===== src/logic/vmc_pkg.sv =====
// Constants, register map and debounce timing for the regulator voltage monitor control
package vmc_pkg;

    // ==========================================================
    // Sizes
    localparam int NUM_BUCK   = 7;
    localparam int NUM_LINEAR = 4;
    localparam int NUM_REG    = NUM_BUCK + NUM_LINEAR;
    localparam int ADDR_W     = 8;
    localparam int DATA_W     = 32;
    localparam int CNT_W      = 4;
    localparam int DIV_W      = 11;

    typedef logic [NUM_REG-1:0] vmc_reg_vec_t;
    typedef logic [CNT_W-1:0]   vmc_cnt_t;

    // ==========================================================
    // Clock and low-frequency tick
    localparam int CLK_PERIOD_PS  = 8000;
    localparam int TICK_PERIOD_PS = 10000000;
    localparam int DIV_CYCLES     = TICK_PERIOD_PS / CLK_PERIOD_PS;
    localparam logic [DIV_W-1:0] DIV_LAST = DIV_W'(DIV_CYCLES - 1);

    // ==========================================================
    // Debounce times, in ns, as printed
    localparam int UV_DB_NS_00 = 5000;
    localparam int UV_DB_NS_01 = 15000;
    localparam int UV_DB_NS_10 = 25000;
    localparam int UV_DB_NS_11 = 40000;
    localparam int OV_DB_NS_00 = 25000;
    localparam int OV_DB_NS_01 = 50000;
    localparam int OV_DB_NS_10 = 80000;
    localparam int OV_DB_NS_11 = 125000;
    localparam int TICK_NS     = TICK_PERIOD_PS / 1000;

    // Least time: round up to whole ticks, never below one
    function automatic vmc_cnt_t vmc_ticks(input int ns);
        int t;
        t = (ns + TICK_NS - 1) / TICK_NS;
        if (t < 1) begin
            t = 1;
        end
        return CNT_W'(t);
    endfunction

    localparam vmc_cnt_t UV_TICKS_00 = vmc_ticks(UV_DB_NS_00);
    localparam vmc_cnt_t UV_TICKS_01 = vmc_ticks(UV_DB_NS_01);
    localparam vmc_cnt_t UV_TICKS_10 = vmc_ticks(UV_DB_NS_10);
    localparam vmc_cnt_t UV_TICKS_11 = vmc_ticks(UV_DB_NS_11);
    localparam vmc_cnt_t OV_TICKS_00 = vmc_ticks(OV_DB_NS_00);
    localparam vmc_cnt_t OV_TICKS_01 = vmc_ticks(OV_DB_NS_01);
    localparam vmc_cnt_t OV_TICKS_10 = vmc_ticks(OV_DB_NS_10);
    localparam vmc_cnt_t OV_TICKS_11 = vmc_ticks(OV_DB_NS_11);

    // ==========================================================
    // Register map, byte addresses
    localparam logic [ADDR_W-1:0] REG_CONFIG     = 8'h00;
    localparam logic [ADDR_W-1:0] REG_MON_ENABLE = 8'h04;
    localparam logic [ADDR_W-1:0] REG_SECURE     = 8'h08;
    localparam logic [ADDR_W-1:0] REG_STATUS     = 8'h0c;
    localparam logic [ADDR_W-1:0] REG_INT_STATUS = 8'h10;
    localparam logic [ADDR_W-1:0] REG_INT_MASK   = 8'h14;

    // Field positions
    localparam int CFG_UV_LSB = 0;
    localparam int CFG_OV_LSB = 2;
    localparam int SEC_EN_BIT = 0;
    localparam int ST_UV_LSB  = 0;
    localparam int ST_OV_LSB  = 16;

    // Reset values
    localparam logic [1:0]   UV_SEL_RST    = 2'h2;
    localparam logic [1:0]   OV_SEL_RST    = 2'h0;
    localparam vmc_reg_vec_t MON_EN_RST    = '1;
    localparam logic         SECURE_EN_RST = 1'b0;

endpackage


===== src/logic/vmc_debounce.sv =====
// One regulator's comparator debounce and status flag, held until the condition or active drops
`timescale 1ns/10ps
module vmc_debounce
    import vmc_pkg::*;
(
    // Clock and reset
    input  wire logic             clk,
    input  wire logic             reset,
    // Timing
    input  wire logic             tick,
    input  wire vmc_pkg::vmc_cnt_t limit,
    // Condition
    input  wire logic             cond,
    input  wire logic             active,
    // Result
    output logic                  flag
);

    import vmc_pkg::*;

    typedef struct packed {
        vmc_cnt_t cnt;
        logic     flag;
    } vmc_db_s;

    vmc_db_s st;
    vmc_db_s next_st;

    // ==========================================================
    // Debounce
    always_comb begin
        next_st = st;
        if (!active || !cond) begin
            next_st.cnt  = '0;
            next_st.flag = 1'b0;
        end else if (tick && !st.flag) begin
            if (st.cnt + 1'b1 >= limit) begin
                next_st.flag = 1'b1;
            end else begin
                next_st.cnt = st.cnt + 1'b1;
            end
        end
    end

    always_ff @(posedge clk or posedge reset) begin
        if (reset) begin
            st <= '0;
        end else begin
            st <= next_st;
        end
    end

    assign flag = st.flag;
endmodule


===== src/logic/vmc_top.sv =====
// Regulator undervoltage/overvoltage monitor control with register port and interrupt
//
// Behaviour
// - Undervoltage debounce is picked by a shared two-bit code: 5, 15, 25 or 40 us.
// - A full reset loads the undervoltage debounce code with binary 10.
// - Overvoltage debounce is picked by a shared two-bit code: 25, 50, 80 or 125 us.
// - A full reset loads the overvoltage debounce code with binary 00.
// - Each regulator has a monitor enable bit; its monitor runs only while the bit is 1.
// - All monitor enable bits come out of reset set to 1.
// - With secure access on, monitor enables change only through a secure write.
// - A newly turned-on regulator has fault detection held off until it is in regulation.
// - Disabling a monitor forces its undervoltage and overvoltage status to 0.
// - Debounce intervals are timed in ticks of a 100 kHz rate.
`timescale 1ns/10ps
module vmc_top
    import vmc_pkg::*;
(
    // Clock and reset
    input  wire logic                         MCLK,
    input  wire logic                         RESET,
    // Register port
    input  wire logic [vmc_pkg::ADDR_W-1:0]   ADDR,
    input  wire logic [vmc_pkg::DATA_W-1:0]   WR_DATA,
    input  wire logic                         WR_STROBE,
    input  wire logic                         WR_SECURE,
    input  wire logic                         RD_STROBE,
    output logic      [vmc_pkg::DATA_W-1:0]   RD_DATA,
    // Regulator state
    input  wire vmc_pkg::vmc_reg_vec_t        REG_ON,
    input  wire vmc_pkg::vmc_reg_vec_t        REG_IN_REG,
    // Comparators
    input  wire vmc_pkg::vmc_reg_vec_t        UV_CMP,
    input  wire vmc_pkg::vmc_reg_vec_t        OV_CMP,
    // Status and interrupt
    output vmc_pkg::vmc_reg_vec_t             UV_STATUS,
    output vmc_pkg::vmc_reg_vec_t             OV_STATUS,
    output logic                              IRQ
);

    import vmc_pkg::*;

    typedef struct packed {
        logic [DIV_W-1:0] div;
        logic             tick;
        logic [1:0]       uv_sel;
        logic [1:0]       ov_sel;
        vmc_reg_vec_t     mon_en;
        logic             secure_en;
        vmc_reg_vec_t     prev_on;
        vmc_reg_vec_t     blank;
        vmc_reg_vec_t     prev_uv;
        vmc_reg_vec_t     prev_ov;
        vmc_reg_vec_t     int_uv;
        vmc_reg_vec_t     int_ov;
        vmc_reg_vec_t     mask_uv;
        vmc_reg_vec_t     mask_ov;
        logic [DATA_W-1:0] rd_data;
        logic             irq;
    } vmc_state_s;

    vmc_state_s st;
    vmc_state_s next_st;

    vmc_cnt_t     uv_limit;
    vmc_cnt_t     ov_limit;
    vmc_reg_vec_t active;
    vmc_reg_vec_t uv_flag;
    vmc_reg_vec_t ov_flag;
    logic         wr_hit_en;

    // ==========================================================
    // Helpers
    function automatic vmc_cnt_t uv_ticks(input logic [1:0] sel);
        unique case (sel)
            2'h0: return UV_TICKS_00;
            2'h1: return UV_TICKS_01;
            2'h2: return UV_TICKS_10;
            2'h3: return UV_TICKS_11;
        endcase
    endfunction

    function automatic vmc_cnt_t ov_ticks(input logic [1:0] sel);
        unique case (sel)
            2'h0: return OV_TICKS_00;
            2'h1: return OV_TICKS_01;
            2'h2: return OV_TICKS_10;
            2'h3: return OV_TICKS_11;
        endcase
    endfunction

    function automatic logic [DATA_W-1:0] pair_word(input vmc_reg_vec_t uv,
                                                     input vmc_reg_vec_t ov);
        logic [DATA_W-1:0] w;
        w = '0;
        w[ST_UV_LSB +: NUM_REG] = uv;
        w[ST_OV_LSB +: NUM_REG] = ov;
        return w;
    endfunction

    assign uv_limit = uv_ticks(st.uv_sel);
    assign ov_limit = ov_ticks(st.ov_sel);

    // blanking holds off detection
    // Turn-on cycle masked too: blank only lands one edge after the rise
    assign active = st.mon_en & REG_ON & st.prev_on & ~st.blank;

    assign wr_hit_en = WR_STROBE && ADDR == REG_MON_ENABLE;

    // ==========================================================
    // Per-regulator debounce
    for (genvar i = 0; i < NUM_REG; i++) begin : g_mon
        vmc_debounce u_uv (
            .clk    (MCLK),
            .reset  (RESET),
            .tick   (st.tick),
            .limit  (uv_limit),
            .cond   (UV_CMP[i]),
            .active (active[i]),
            .flag   (uv_flag[i])
        );
        vmc_debounce u_ov (
            .clk    (MCLK),
            .reset  (RESET),
            .tick   (st.tick),
            .limit  (ov_limit),
            .cond   (OV_CMP[i]),
            .active (active[i]),
            .flag   (ov_flag[i])
        );
    end

    // ==========================================================
    // Next state
    always_comb begin
        next_st = st;

        next_st.tick = 1'b0;
        if (st.div == DIV_LAST) begin
            next_st.div  = '0;
            next_st.tick = 1'b1;
        end else begin
            next_st.div = st.div + 1'b1;
        end

        next_st.prev_on = REG_ON;
        next_st.blank   = (st.blank & REG_ON & ~REG_IN_REG) | (REG_ON & ~st.prev_on);

        // Register writes
        if (WR_STROBE) begin
            unique case (ADDR)
                REG_CONFIG: begin
                    next_st.uv_sel = WR_DATA[CFG_UV_LSB +: 2];
                    next_st.ov_sel = WR_DATA[CFG_OV_LSB +: 2];
                end
                REG_MON_ENABLE: begin
                    if (!st.secure_en || WR_SECURE) begin
                        next_st.mon_en = WR_DATA[NUM_REG-1:0];
                    end
                end
                REG_SECURE: begin
                    next_st.secure_en = WR_DATA[SEC_EN_BIT];
                end
                REG_INT_MASK: begin
                    next_st.mask_uv = WR_DATA[ST_UV_LSB +: NUM_REG];
                    next_st.mask_ov = WR_DATA[ST_OV_LSB +: NUM_REG];
                end
                default: begin
                end
            endcase
        end

        // Read data valid the cycle after the strobe only
        next_st.rd_data = '0;
        if (RD_STROBE) begin
            unique case (ADDR)
                REG_CONFIG: begin
                    next_st.rd_data[CFG_UV_LSB +: 2] = st.uv_sel;
                    next_st.rd_data[CFG_OV_LSB +: 2] = st.ov_sel;
                end
                REG_MON_ENABLE: next_st.rd_data[NUM_REG-1:0] = st.mon_en;
                REG_SECURE:     next_st.rd_data[SEC_EN_BIT] = st.secure_en;
                REG_STATUS:     next_st.rd_data = pair_word(uv_flag, ov_flag);
                REG_INT_STATUS: next_st.rd_data = pair_word(st.int_uv, st.int_ov);
                REG_INT_MASK:   next_st.rd_data = pair_word(st.mask_uv, st.mask_ov);
                default:        next_st.rd_data = '0;
            endcase
        end

        // Sticky events; read clears, a new event in the same cycle wins
        next_st.prev_uv = uv_flag;
        next_st.prev_ov = ov_flag;
        if (RD_STROBE && ADDR == REG_INT_STATUS) begin
            next_st.int_uv = '0;
            next_st.int_ov = '0;
        end
        next_st.int_uv = next_st.int_uv | (uv_flag & ~st.prev_uv);
        next_st.int_ov = next_st.int_ov | (ov_flag & ~st.prev_ov);

        next_st.irq = |((next_st.int_uv & next_st.mask_uv) |
                        (next_st.int_ov & next_st.mask_ov));
    end

    always_ff @(posedge MCLK or posedge RESET) begin
        if (RESET) begin
            st           <= '0;
            st.uv_sel    <= UV_SEL_RST;
            st.ov_sel    <= OV_SEL_RST;
            st.mon_en    <= MON_EN_RST;
            st.secure_en <= SECURE_EN_RST;
        end else begin
            st <= next_st;
        end
    end

    // ==========================================================
    // Outputs
    // disabled monitor reads zero
    assign UV_STATUS = uv_flag;
    assign OV_STATUS = ov_flag;
    assign RD_DATA   = st.rd_data;
    assign IRQ       = st.irq;
endmodule


===== config.mk =====
export PLATFORM = sky130hd
export DESIGN_NAME = vmc_top
export DESIGN_NICKNAME = d
export VERILOG_FILES = /design/src/logic/vmc_pkg.sv /design/src/logic/vmc_debounce.sv /design/src/logic/vmc_top.sv
export SDC_FILE = /design/constraint.sdc
export NUM_CORES = 1
export LEC_CHECK = 0
export BUFFER_PORTS_ARGS = -buffer_cell sky130_fd_sc_hd__buf_2
export CORE_UTILIZATION = 52
export DETAILED_ROUTE_END_ITERATION = 10
export HOLD_SLACK_MARGIN = 0.15
export PLACE_DENSITY = 0.72
export SETUP_SLACK_MARGIN = 0.2
export SYNTH_ARGS = -nofsm -noshare
export SYNTH_HDL_FRONTEND = slang
export SYNTH_SLANG_ARGS = --single-unit

===== constraint.sdc =====
create_clock -name MCLK -period 20.3 [get_ports MCLK]
set_input_delay 2.03 -clock MCLK [delete_from_list [all_inputs] [get_ports MCLK]]
set_output_delay 2.03 -clock MCLK [all_outputs]
set_load 0.1 [all_outputs]

# Yosys cells after proc, flatten, opt, wreduce, memory -nomap -nowiden
# Index checks and enable logic that the tools add are counted.
# classes
add_sub_neg,23
n_reduce_logical,197
bitwise_logic,19
order_cmp,22
n_mux,100
eq_ne,34
# op_table
operator,count
$mux W5,44
$and A11 B11 Y11,10
$reduce_and A2 Y1,46
$add A4 B1 Y4 const B,22
$ge A4 B4 Y1,22
$mux W4,22
$reduce_bool A2 Y1,44
$mux W22,3
$logic_not A1 Y1,56
$not A11 Y11,5
$pmux W16 S3,1
$ne A2 B1 Y1 const B,22
$or A11 B11 Y11,4
$pmux W4 S4,2
$pmux W7 S4,1
$mux W27,1
$logic_and A1 B1 Y1,23
$logic_or A1 B1 Y1,23
$mux W1,23
$eq A8 B4 Y1 const B,2
$eq A8 B5 Y1 const B,2
$pmux W3 S5,1
$add A11 B1 Y11 const B,1
$eq A11 B11 Y1 const B,1
other kinds (9),14
# word_totals
output_inout_bits,55
regBits,259
elab_cells,455

# Depth between registers and ports, before layout
# logic_depth
ltp_word,7
ltp_mapped,10
ltp_nobuf,10

# By module
# From an unflattened synthesis, not the netlist that was laid out.
# unflattened
cells_unflattened,1388
area_unflattened_um2,14141.1
# modules_own_cells
module,n_inst,area_each_um2,cells_per_inst,seq_area_each_um2
vmc_debounce,22,362.8,39,125.1
vmc_top,1,6158.4,530,3493.4

# Worst setup path after synthesis
# OpenSTA, ideal clock, no wires.
# synth_path
path_type,input -> register
from,input ADDR[5] (netlist name)
to,"register st, in the netlist IRQ"
t_arrival_ps,3668
n_path_buf,0
path_slack_ps,16486
t_required_ps,20154
setup_ps,146
stages,6
cell_sequence,nor4b_4 > nand3_4 > mux2_4 > a2bb2o_4 > a2111oi_1 > nand4_1
# synth_lines
item,line_no,rtl
"start, declared",vmc_top.sv:22,"input wire logic [vmc_pkg::ADDR_W-1:0] ADDR,"
"end signal, assigned",vmc_top.sv:211,st <= next_st;
"end, declared",vmc_top.sv:61,vmc_state_s st;

==> run_results.csv <==
group,metric,value,unit
drt,drtIter0Drc,767,
logic_synthesis,seq_area_frac_synth,47.5,%
floorplanning,dieArea,25900,µm²
place,gp_congestion,0.845,
clock_tree,cts_tree,"built",
clock_tree,cts.sinks,249,
floorplanning,start_util,53.6,%
critical_path,regToRegStartpoint,"st[133]$_DFFE_PP0P_",
critical_path,path_max_fanout,19,
sta,relSlewSlack,23.0,%
drt,drc,0,
sta,setup_violations,0,
logic_synthesis,syn_area_per_cell,10.9,µm²
clock_tree,ctsResizeCount,0,
logic_synthesis,synth_common_cells,"dfrtp_1, nor2_1, ha_1, inv_1, nand2_1",
run_status,status,"complete, no violations",
drt,via_per_inst,5.54,
sta,period_minus_slack,4.25,ns
sta,timing.fmax,0.235,GHz
clock_tree,cts-root-buf,"clkbuf_16",
final_layout,fin_cells,1646,
grt,groute.usage.overall,23.7,%
power,power_density,73.0,nW/µm²
critical_path,crit_path_start_kind,"input pin",
clock_tree,cts_made_buffers,27,
power,p_leak,7.16,nW
sta,worst_pin_slew,1.14,ns
sta,rsz0062_at_grt,"false",
place,place.port_buffers,123,
logic_synthesis,synth_cells,1208,
power,peakVddDrop,0.0662,mV
floorplanning,die_w,161,µm
place,post-place-cells,1595,
critical_path,cp_data_required_time,20.68,ns
final_layout,finish.instance_area,14700,µm²
critical_path,r2r_cells,9,
sta,fin_skew,0.0233,ns
final_layout,nets,1493,
drt,vias,9124,
grt,grt_pass1_wl,48500,µm
logic_synthesis,synth-seq-cells,249,
min_path,hold_depth,1,
drt,dr.pass1.iters,6,
min_path,hold_path_class,"reg2reg",
floorplanning,rows,57,
logic_synthesis,synth_edf_count,0,
critical_path,worstSetupPathType,"in2reg",
min_path,min-delay-start,"st[115]$_DFF_PP0_",
critical_path,critical_path.max_stage_delay,0.62,ns
logic_synthesis,yosysMostFrequentCell,"dfrtp_1",
critical_path,cp.arrival,4.63,ns
logic_synthesis,synthFlopType,"dfrtp_1",
clock_tree,holdBufCountCts,0,
floorplanning,io-pin-count,144,
logic_synthesis,syn_area,13200,µm²
clock_tree,clk_pin_slew,0.06,ns
logic_synthesis,yosysTopAreaCellShare,45.1,%
logic_synthesis,synth_cell_type_count,60,
final_layout,area.growth.synth_to_final,11.4,%
drt,wl_per_cell,18.0,µm
clock_tree,cts_htree_levels,1,
sta,hold_viol,0,
floorplanning,core_area,24500,µm²
drt,detail-route-antenna-nets,0,
critical_path,worst_path_max_delay_cell,"nor4b_4",
sta,min_period_over_period,20.9,%
place,hpwl,20900,µm
grt,antenna_found_initial,2,
critical_path,critPathTopFamily,"simple AND/OR/NAND/NOR gates",
drt,routed_wl,29700,µm
clock_tree,clock_latency,0.54,ns
power,power,0.00107,W
grt,grt_pass1_vias,9233,
critical_path,path_buf_inv,1,
grt,grt_max_degree,108,
critical_path,cp-end-kind,"register",
place,placed_cell_area,13800,µm²
logic_synthesis,yosys.area.top_type,"dfrtp_1",
floorplanning,fp.dieH,161,µm
sta,final.setup.tns,0,ns
sta,maxSlewViolCount,0,
clock_tree,cts_setup_buffers,0,
sta,whs,0.446,ns
final_layout,drive_gt1_share,18.2,%
logic_synthesis,synth-async-reset-ratio,100,%
min_path,holdPathEnd,"st[104]$_DFF_PP0_",
logic_synthesis,ys_warn_count,0,
critical_path,cp_cell_sequence,"buf_2 -> nor4b_4 -> nand3_2 -> a2bb2oi_1 -> a2bb2o_4 -> a2111oi_1 -> nand4_1",
critical_path,rr_endpoint,"g_mon[4].u_ov.st[2]$_DFFE_PP0P_",
run,max_cap_viol_count,0,
grt,grt-ovfl-total,0,
critical_path,reg2reg_slack,16.66,ns
logic_synthesis,yosys-top-cells-area,"dfrtp_1, ha_1, nor2_1",
clock_tree,cts_buffer_depth,3,
per-layer routing:
metal	part of all wire [%]	GRT usage, %	wire, µm
met1	46	33.4	13600
met2	46	38.1	13800
met3	5.1	3.29	1520
met4	2.7	6.86	797
met5	0	0	0
worst max path at each step:
stage	start	to	slack, ns	depth (start not counted)
6_report	ADDR[5]	IRQ$_DFF_PP0_	16.05	7
5_1_grt	ADDR[5]	IRQ$_DFF_PP0_	15.91	7
4_1_cts	ADDR[5]	IRQ$_DFF_PP0_	16.08	7
3_5_place_dp	ADDR[5]	st[124]$_DFFE_PP1P_	15.61	5
3_3_place_gp	ADDR[5]	st[126]$_DFFE_PP1P_	15.59	5
2_1_floorplan	RESET	IRQ$_DFF_PP0_	11.45	1
cells by family after synthesis:
logic type	count (synthesis)	synth area share (%)
AND/OR/NAND/NOR	313	12.6
multiplexers	56	4.65
flip-flops	249	47.5
buffers and inverters	154	6.01
adder cells (fa/ha/maj)	104	9.89
other	1	0.0285
AO/OA/AOI/OAI	235	12.9
XOR/XNOR	96	6.39
where the power goes:
group / switching [W] / internal (W) / leakage [nW]
registers: 0.00000659 / 0.000507 / 3.29
clock network: 0.000197 / 0.000283 / 0.429
logic: 0.0000511 / 0.0000241 / 3.44
total: 0.000255 / 0.000815 / 7.16
registers in the layout, indices dropped and copies added (netlist names):
signal and count:
g_mon.u_uv.flag 11, st 116, RD_DATA 22, g_mon.u_uv.st 44
IRQ 1, g_mon.u_ov.st 44, g_mon.u_ov.flag 11
cell usage in the layout, fill, tap and decap left out, types with 5 or more instances in the layout:
cell type,Yosys,layout
dfrtp_1,237,237
buf_2,1,123
nor2_1,112,111
ha_1,104,104
inv_1,80,79
nand2_1,58,58
a21oi_1,52,52
xor2_1,48,48
xnor2_1,48,48
nand2b_1,41,41
a21o_1,33,33
o21ai_0,32,32
mux2i_1,27,27
mux2_2,27,27
clkbuf_16,0,27
nand3_1,26,26
a222oi_1,18,18
o2111ai_1,12,12
nand3b_1,12,12
a21boi_0,12,12
dfstp_2,12,12
and4b_1,11,11
nor2b_1,11,11
a211oi_1,11,11
a21bo_2,11,11
a2111oi_0,11,11
and4_1,11,11
conb_1,1,10
a22oi_1,9,9
a31oi_1,7,7
o2bb2ai_1,7,7
clkbuf_8,0,7
clkbuf_1,16,6
nand4_1,5,5
or2_2,5,5
a2bb2oi_1,5,5
buf_4,54,5
metrics by stage:
step                      setup slack [ns]  utilization, %
after floorplan                      11.45               -
after detailed placement             15.61            56.1
final                                16.05            59.7
after CTS                            16.08            59.7
after global routing                 15.91            59.7
after global placement               15.59            56.1
area by class of cell:
type,count,area (µm²)
sequential,249,6250
clock inverter,9,82.6
tap,324,405
antenna,2,5.00
clock buffer,40,795
timing repair buffer,128,653
fill,2062,9880
multi-input combinational,814,6160
inverter,80,308
(Power assumes the default switching activity.)
